==> config.mk <==
export PLATFORM = sky130hd
export DESIGN_NAME = sfr_top
export DESIGN_NICKNAME = d
export VERILOG_FILES = /design/src/logic/sfr_pkg.sv /design/src/logic/sfr_top.sv /design/src/logic/sfr_wb_slave.sv /design/src/logic/sfr_flag_cell.sv
export VERILOG_INCLUDE_DIRS = /design/src /design/src/logic
export SDC_FILE = /design/constraint.sdc
export NUM_CORES = 1
export LEC_CHECK = 0
export BUFFER_PORTS_ARGS = -buffer_cell sky130_fd_sc_hd__buf_4
export CAP_MARGIN = 10
export CORE_UTILIZATION = 25
export DETAILED_ROUTE_END_ITERATION = 16
export PLACE_DENSITY = 0.46
export SETUP_SLACK_MARGIN = 0.5
export SYNTH_ARGS = -nofsm -noshare
export SYNTH_HDL_FRONTEND = slang
export SYNTH_SLANG_ARGS = --single-unit
==> constraint.sdc <==
create_clock -name clk_i -period 1.9 [get_ports clk_i]
set_clock_uncertainty 0.1 [all_clocks]
set_input_delay 0.19 -clock clk_i [delete_from_list [all_inputs] [get_ports clk_i]]
set_output_delay 0.19 -clock clk_i [all_outputs]
set_load 0.05 [all_outputs]
==> src/logic/sfr_consts.svh <==
// Offsets, bit positions, reset values of the status flag register.
`ifndef SFR_CONSTS_SVH
`define SFR_CONSTS_SVH
`define SFR_OFS_DIRECT   16'h000C
`define SFR_OFS_CLEAR    16'h0010
`define SFR_OFS_SET      16'h0014
`define SFR_OFS_MASK     16'h0018
`define SFR_IMPL_BITS    32'hFFFF_9E00
`define SFR_MASK_RST     32'h2040_0000
`define SFR_FLAG_RST     1'b0
`define SFR_BIT_VIDEO    31
`define SFR_BIT_READY_TIMEOUT_SETTING    30
`define SFR_BIT_DPWR     29
`define SFR_BIT_DPDONE   28
`define SFR_BIT_READY    24
`define SFR_BIT_DEPTH    23
`define SFR_BIT_CMDWR    22
`define SFR_BIT_EXTIRQ   21
`define SFR_BIT_SDRAM    20
`define SFR_BIT_GRAPHICS_SYNC_EVENT    19
`define SFR_BIT_BANDWIDTH_VIOLATION    18
`define SFR_BIT_OVFL     17
`define SFR_BIT_BADCODE  16
`define SFR_BIT_EMPTY    15
`define SFR_BIT_BUSY     9
`endif

==> src/logic/sfr_pkg.sv <==
// Types shared by the status flag register files.
package sfr_pkg;
    typedef enum logic [1:0] {
        SFR_WM_NONE   = 2'b00,
        SFR_WM_DIRECT = 2'b01,
        SFR_WM_CLEAR  = 2'b10,
        SFR_WM_SET    = 2'b11
    } sfr_wmode_type;
endpackage

==> src/logic/sfr_top.sv <==
// Status and event flag register with write, clear and set aliases.
//
// Functional notes
// RULE1 - Three aliases share one flag register; 0x000C loads written value.
// RULE2 - Writing ones to 0x0010 clears those flags, others untouched.
// RULE3 - Writing ones to 0x0014 sets those flags, others untouched.
// RULE4 - Reading any alias returns the flag register contents.
// RULE5 - Word, halfword and byte writes act only on selected lanes.
// RULE6 - Mask one: flag tracks source; mask zero: flag latches events.
// RULE7 - Reset mask latches all flags except bits 29 and 22.
// RULE8 - Bit 31 signals a video frame or field stored or fetched.
// RULE9 - Bit 30 reports a host ready-handshake timeout.
// RULE10 - Bit 29 shows direct port writes allowed; host polls it.
// RULE11 - Bit 28 shows direct port access finished, ready again.
// RULE12 - Bits 27..24 report image, copy, access, drawing unit ready.
// RULE13 - Bit 23 flags colour depth mismatch in a memory copy.
// RULE14 - Bit 22 shows command register writable; host polls it.
// RULE15 - Bit 21 latches the external interrupt input.
// RULE16 - Bit 20 marks SDRAM init done, then forced refreshes.
// RULE17 - Bit 19 is driven by graphics sync mixer output six.
// RULE18 - Bit 18 flags a graphics output bandwidth violation.
// RULE19 - Bit 17 flags a command written while not writable.
// RULE20 - Bit 16 flags an invalid command code, run as no-op.
// RULE21 - Bit 15 flags an execution read from an empty FIFO.
// RULE22 - Bits 12..9 report direct port, image, copy, access busy.
// RULE23 - Bits 14 and 13 read zero and ignore all writes.
//
// Implementation choice: register access over Wishbone.
`timescale 1ns/1ps
`include "sfr_consts.svh"
module sfr_top
    import sfr_pkg::*;
(
    input  wire logic        clk_i,
    input  wire logic        rst_i,
    input  wire logic        wb_cyc_i,
    input  wire logic        wb_stb_i,
    input  wire logic        wb_we_i,
    input  wire logic [15:0] wb_adr_i,
    input  wire logic [3:0]  wb_sel_i,
    input  wire logic [31:0] wb_dat_i,
    output logic             wb_ack_o,
    output logic [31:0]      wb_dat_o,
    input  wire logic        video_frame_event_i,
    input  wire logic        ready_timeout_error_i,
    input  wire logic        direct_port_write_allowed_i,
    input  wire logic        direct_port_done_i,
    input  wire logic [3:0]  unit_ready_i,
    input  wire logic        colour_depth_mismatch_i,
    input  wire logic        command_writable_i,
    input  wire logic        external_irq_i,
    input  wire logic        sdram_init_refresh_i,
    input  wire logic        graphics_sync_event_i,
    input  wire logic        bandwidth_violation_i,
    input  wire logic        command_overflow_error_i,
    input  wire logic        invalid_command_error_i,
    input  wire logic        empty_fifo_read_error_i,
    input  wire logic [3:0]  unit_busy_i,
    output logic [31:0]      flags_o
);
    import sfr_pkg::*;

    // Positions that hold a real flag; a macro cannot be part-selected directly.
    localparam logic [31:0] IMPL_BITS = `SFR_IMPL_BITS;

    logic          ack;
    logic          rd_load;
    logic          commit;
    sfr_wmode_type wmode;
    logic          mask_hit;
    logic          flag_hit;
    logic          irq_meta_q;
    logic          irq_sync_q;
    logic [31:0]   src;
    logic [31:0]   mask_q;
    logic [31:0]   flags;
    logic [31:0]   merged;
    logic          sw_wr_en;
    logic [31:0]   dat_q;

    // The interrupt comes from outside the core, so it is synchronised.
    always_ff @(posedge clk_i) begin
        if (rst_i) begin
            irq_meta_q <= 1'b0;
            irq_sync_q <= 1'b0;
        end else begin
            irq_meta_q <= external_irq_i;
            irq_sync_q <= irq_meta_q;
        end
    end

    always_comb begin
        src = 32'h0000_0000;
        src[`SFR_BIT_VIDEO]   = video_frame_event_i; // RULE8
        src[`SFR_BIT_READY_TIMEOUT_SETTING]   = ready_timeout_error_i; // RULE9
        src[`SFR_BIT_DPWR]    = direct_port_write_allowed_i; // RULE10
        src[`SFR_BIT_DPDONE]  = direct_port_done_i; // RULE11
        src[`SFR_BIT_READY+:4] = unit_ready_i; // RULE12
        src[`SFR_BIT_DEPTH]   = colour_depth_mismatch_i; // RULE13
        src[`SFR_BIT_CMDWR]   = command_writable_i; // RULE14
        src[`SFR_BIT_EXTIRQ]  = irq_sync_q; // RULE15
        src[`SFR_BIT_SDRAM]   = sdram_init_refresh_i; // RULE16
        src[`SFR_BIT_GRAPHICS_SYNC_EVENT]   = graphics_sync_event_i; // RULE17
        src[`SFR_BIT_BANDWIDTH_VIOLATION]   = bandwidth_violation_i; // RULE18
        src[`SFR_BIT_OVFL]    = command_overflow_error_i; // RULE19
        src[`SFR_BIT_BADCODE] = invalid_command_error_i; // RULE20
        src[`SFR_BIT_EMPTY]   = empty_fifo_read_error_i; // RULE21
        src[`SFR_BIT_BUSY+:4] = unit_busy_i; // RULE22
    end

    sfr_wb_slave u_slave (
        .clk_i      (clk_i),
        .rst_i      (rst_i),
        .cyc_i      (wb_cyc_i),
        .stb_i      (wb_stb_i),
        .we_i       (wb_we_i),
        .adr_i      (wb_adr_i),
        .ack_o      (ack),
        .rd_load_o  (rd_load),
        .commit_o   (commit),
        .wmode_o    (wmode),
        .mask_hit_o (mask_hit),
        .flag_hit_o (flag_hit)
    );

    // Each selected lane gets the method of the addressed alias.
    genvar lane;
    generate
        for (lane = 0; lane < 4; lane++) begin : g_lane
            logic [7:0] cur;
            logic [7:0] wd;
            logic [7:0] mrg;
            assign cur = flags[lane*8+:8];
            assign wd  = wb_dat_i[lane*8+:8];
            always_comb begin
                mrg = cur;
                if (wb_sel_i[lane]) begin // RULE5
                    unique case (wmode)
                        SFR_WM_DIRECT: mrg = wd; // RULE1
                        SFR_WM_CLEAR:  mrg = cur & ~wd; // RULE2
                        SFR_WM_SET:    mrg = cur | wd; // RULE3
                        SFR_WM_NONE:   mrg = cur;
                    endcase
                end
            end
            // One process per lane owns its slice, so no variable has two writers.
            assign merged[lane*8+:8] = mrg;
        end
    endgenerate

    assign sw_wr_en = commit & flag_hit;

    // Behaviour mask; bits without a flag behind them stay zero.
    always_ff @(posedge clk_i) begin
        if (rst_i) begin
            mask_q <= `SFR_MASK_RST; // RULE7
        end else if (commit && mask_hit) begin
            for (int b = 0; b < 4; b++) begin
                if (wb_sel_i[b]) begin
                    mask_q[b*8+:8] <= wb_dat_i[b*8+:8] & IMPL_BITS[b*8+:8];
                end
            end
        end
    end

    // Only implemented positions get a storage cell.
    genvar fb;
    generate
        for (fb = 0; fb < 32; fb++) begin : g_flag
            if (IMPL_BITS[fb]) begin : g_cell
                sfr_flag_cell u_cell (
                    .clk_i    (clk_i),
                    .rst_i    (rst_i),
                    .src_i    (src[fb]),
                    .track_i  (mask_q[fb]),
                    .wr_en_i  (sw_wr_en),
                    .wr_val_i (merged[fb]),
                    .flag_o   (flags[fb])
                );
            end else begin : g_zero
                assign flags[fb] = 1'b0; // RULE23
            end
        end
    endgenerate

    // Read data is caught as the ack is raised, so it is the value
    // held in the cycle the request was seen.
    always_ff @(posedge clk_i) begin
        if (rst_i) begin
            dat_q <= 32'h0000_0000;
        end else if (rd_load) begin
            if (flag_hit) begin
                dat_q <= flags; // RULE4
            end else if (mask_hit) begin
                dat_q <= mask_q;
            end else begin
                dat_q <= 32'h0000_0000;
            end
        end
    end

    assign wb_ack_o = ack;
    assign wb_dat_o = dat_q;
    assign flags_o  = flags;
endmodule

==> src/logic/sfr_wb_slave.sv <==
// Wishbone classic slave decode for the flag register aliases.
`timescale 1ns/1ps
`include "sfr_consts.svh"
module sfr_wb_slave
    import sfr_pkg::*;
(
    input  wire logic                  clk_i,
    input  wire logic                  rst_i,
    input  wire logic                  cyc_i,
    input  wire logic                  stb_i,
    input  wire logic                  we_i,
    input  wire logic [15:0]           adr_i,
    output logic                       ack_o,
    output logic                       rd_load_o,
    output logic                       commit_o,
    output sfr_pkg::sfr_wmode_type     wmode_o,
    output logic                       mask_hit_o,
    output logic                       flag_hit_o
);
    logic ack_q;

    // Ack comes one cycle after the request and drops the cycle after.
    always_ff @(posedge clk_i) begin
        if (rst_i) begin
            ack_q <= 1'b0;
        end else begin
            ack_q <= cyc_i & stb_i & ~ack_q;
        end
    end

    always_comb begin
        wmode_o = SFR_WM_NONE;
        unique case (adr_i)
            `SFR_OFS_DIRECT: wmode_o = SFR_WM_DIRECT;
            `SFR_OFS_CLEAR:  wmode_o = SFR_WM_CLEAR;
            `SFR_OFS_SET:    wmode_o = SFR_WM_SET;
            default:         wmode_o = SFR_WM_NONE;
        endcase
    end

    assign ack_o      = ack_q;
    assign rd_load_o  = cyc_i & stb_i & ~ack_q;
    assign commit_o   = cyc_i & stb_i & we_i & ack_q;
    assign mask_hit_o = (adr_i == `SFR_OFS_MASK);
    assign flag_hit_o = (wmode_o != SFR_WM_NONE);
endmodule

==> src/logic/sfr_flag_cell.sv <==
// One status flag with tracking or latching behaviour.
`timescale 1ns/1ps
`include "sfr_consts.svh"
module sfr_flag_cell (
    input  wire logic clk_i,
    input  wire logic rst_i,
    input  wire logic src_i,
    input  wire logic track_i,
    input  wire logic wr_en_i,
    input  wire logic wr_val_i,
    output logic      flag_o
);
    // A latched event beats a software clear in the same cycle.
    always_ff @(posedge clk_i) begin
        if (rst_i) begin
            flag_o <= `SFR_FLAG_RST;
        end else if (track_i) begin
            flag_o <= src_i; // RULE6
        end else if (src_i) begin
            flag_o <= 1'b1; // RULE6
        end else if (wr_en_i) begin
            flag_o <= wr_val_i;
        end
    end
endmodule

==> results.json <==
{
  "synth_cell_types": 40,
  "power.density_mw_per_mm2": 735,
  "drive_above_1_share_pct": 40.8,
  "tightest_slew_ns": 0.520,
  "nFillCells": 1371,
  "nets": 613,
  "ys_seq_area_share_pct": 37.9,
  "yosys_warnings": 0,
  "required_ns": 2.01,
  "ir_worst_vdd_v": 0.000369,
  "yosys.area.top_type": "dfxtp_1",
  "seqCellArea_mm2": 0.00132,
  "synthMuxAreaShare_pct": 5.45,
  "max-cap-violations": 0,
  "relSlewSlack_pct": 65.3,
  "synth_top_area_share_pct": 37.9,
  "synth_area_mm2": 0.00349,
  "vias_per_cell": 4.68,
  "synth-simple-area-share_pct": 25.7,
  "crit_arrival_ns": 1.86,
  "clockBufferDepth": 2,
  "routed_wl_um": 11600,
  "initial_utilization_pct": 25.9,
  "hold_viol": 0,
  "synth_compound_area_share_pct": 17.9,
  "grt_pass1_wl_um": 17700,
  "endpoint_kind": "register",
  "grt_pass1_vias": 3278,
  "cts_root_buf": "clkbuf_16",
  "gr-usage-met1_pct": 20.7,
  "cts.clk_slew.worst_paths_ns": 0.06,
  "route.detailed.drc": 0,
  "core_area_mm2": 0.0135,
  "synthXorXnorAreaFrac_pct": 0,
  "finalCriticalPeriod_ns": 1.75,
  "die_y_um": 120,
  "holdWs_ns": 0.0221,
  "drt_iter0_markers": 178,
  "period_share_pct": 92.3,
  "track_usage_pct": 16.3,
  "yosys-top-cells-area": "dfxtp_1 38%, buf_4 9.3%, nor2_1 6.5%",
  "start_kind": "input pin",
  "globalplace.congestion": 0.744,
  "fmax_ghz": 0.570,
  "critical_path.max_fanout": 8,
  "grt-busiest-layer": "met2",
  "synthToLayoutAreaGrowth_pct": 53.9,
  "cts_max_level": 3,
  "cts.sinks": 66,
  "synthAdderAreaFrac_pct": 0,
  "wl_per_cell_um": 16.2,
  "multi_input_area_mm2": 0.00204,
  "grt.met2_usage_pct": 27.7,
  "synth_top_family_by_area": "simple AND/OR/NAND/NOR gates",
  "hold_class": "in -> reg",
  "fp.dieW_um": 120,
  "place.port_buffers": 108,
  "grt_max_degree": 42,
  "antenna_cells": 0,
  "io_pins": 143,
  "crit_type": "in -> reg",
  "first_pass_iters": 6,
  "status": "finished, final reports clean",
  "utilization_pct": 39.9,
  "placementRows": 42,
  "dp_hpwl_um": 7920,
  "use_met3_pct": 2.95,
  "ys_seq_elements": 66,
  "setup_viol": 0,
  "slew_violations": 0,
  "vias": 3345,
  "syn_avg_cell_area_um2": 8.62,
  "clk_latency_ns": 0.33,
  "cts_tree": "built",
  "numCtsBuffers": 9,
  "overflow": 0,
  "synthCells": 405,
  "ant_nets": 0,
  "rsz0062_at_grt": "yes",
  "dieArea_mm2": 0.0144,
  "p_leak_uw": 0.00237,
  "grt_antenna_before_repair": 0
}
power by group:
part	switching, uW	internal, uW
clock	616	1170
combinational	435	262
sequential	33.9	1430
routing by layer:
layer	vias up	wire [um]	share of wire [%]
met1	1593	5270	45
li1	1648	-	-
met2	90	5680	49
met3	14	409	3.5
met4	0	228	2.0
met5	-	0	0
sequential cells by signal (all words and copies together) (netlist names):
| register | cells |
|---|---|
| irq_meta_q | 1 |
| mask_q | 21 |
| irq_sync_q | 1 |
| wb_dat_o | 21 |
| g_flag.g_cell.u_cell.flag_o | 21 |
| u_slave.ack_o | 1 |
critical path, stage by stage:
cell and delay [ns]:
buf_6 0.09, or4_4 0.58, or2_1 0.29, or3b_4 0.46
a211oi_2 0.17, o22ai_1 0.08
final timing paths:
check	from	endpoint	slack (ns)	cells after the start
min reg2reg	irq_sync_q	g_flag[21].g_cell.u_cell.flag_o	0.34	2
max reg2reg	u_slave.ack_o	mask_q[19]	0.18	6
min	wb_dat_i[31]	mask_q[31]	0.02	3
max	wb_adr_i[9]	g_flag[27].g_cell.u_cell.flag_o	0.15	6
cell usage after synthesis:
master,count
mux2i_1,19
nor3_1,3
nand3_2,2
a22o_1,21
o21ai_0,14
a22oi_1,21
or4b_1,1
nor4_4,1
nor3b_1,17
or4_4,1
conb_1,1
a211oi_1,3
or4b_2,1
or2_1,1
and3b_1,1
nor3b_2,3
or3_1,1
o21ai_1,7
nor4_2,1
a21oi_1,6
nand4b_1,13
buf_4,43
clkbuf_1,17
nand3b_1,3
or3b_1,1
buf_2,5
a211o_1,7
a211oi_2,1
nand2_1,10
buf_1,1
inv_1,10
nand3_1,14
nor2_1,60
nand2b_1,14
nor2b_1,2
dfxtp_1,66
nand4_1,1
o22ai_1,8
or4_1,2
or2_2,2
metrics by stage:
stage          setup TNS [ns]  worst slack [ns]  std cells  instance area, um^2  total power [uW]
6_report                    0             0.145        715                 5370              3950
5_1_grt                     0            0.0469        715                 5370              4100
4_1_cts                     0             0.170        713                 5200              3970
3_5_place_dp           -11.51            -0.314        676                 4520              2140
3_3_place_gp           -10.56            -0.290        676                 4520              2140
2_1_floorplan           -1.19            -0.130        426                 3640              1960
kinds of logic after synthesis:
family	count (synthesis)
other cells	1
flops	66
buf+inv	76
compound gates	88
simple gates	155
mux	19
timing repair:
item / 4_1_cts / 5_1_grt
hold buffers: 13 / 0
setup endpoints to repair: 63 / 63
buffers inserted: 6 / 1
pin swaps: 13 / 22
hold endpoints to repair: 13 / 0
gates cloned: 3 / 1
gates resized for setup: 33 / 31
layout make-up:
cell class / count / area share, %
timing repair buffer: 163 / 26.7
multi-input combinational: 285 / 37.9
clock buffer: 10 / 4.45
tap: 176 / 4.10
sequential: 66 / 24.6
inverter: 10 / 0.699
clock inverter: 5 / 1.47
cells in the final DEF, fill, tap and decap left out, types with 8 or more instances in the layout:
cell           instances
o22ai_1                8
mux2i_1               19
o21ai_1               12
clkbuf_16             10
nand2b_1              14
dlygate4sd3_1         13
buf_6                 17
nand2_1                9
dfxtp_1               65
a22oi_2               19
buf_4                125
nor3b_1               14
o21ai_0                9
nor2_1                52
nand4b_1              13
a22o_1                21
conb_1                22
nor2_2                 8
nand3_1               13
inv_1                 10
Note: power is estimated with default switching activity, not from simulation.
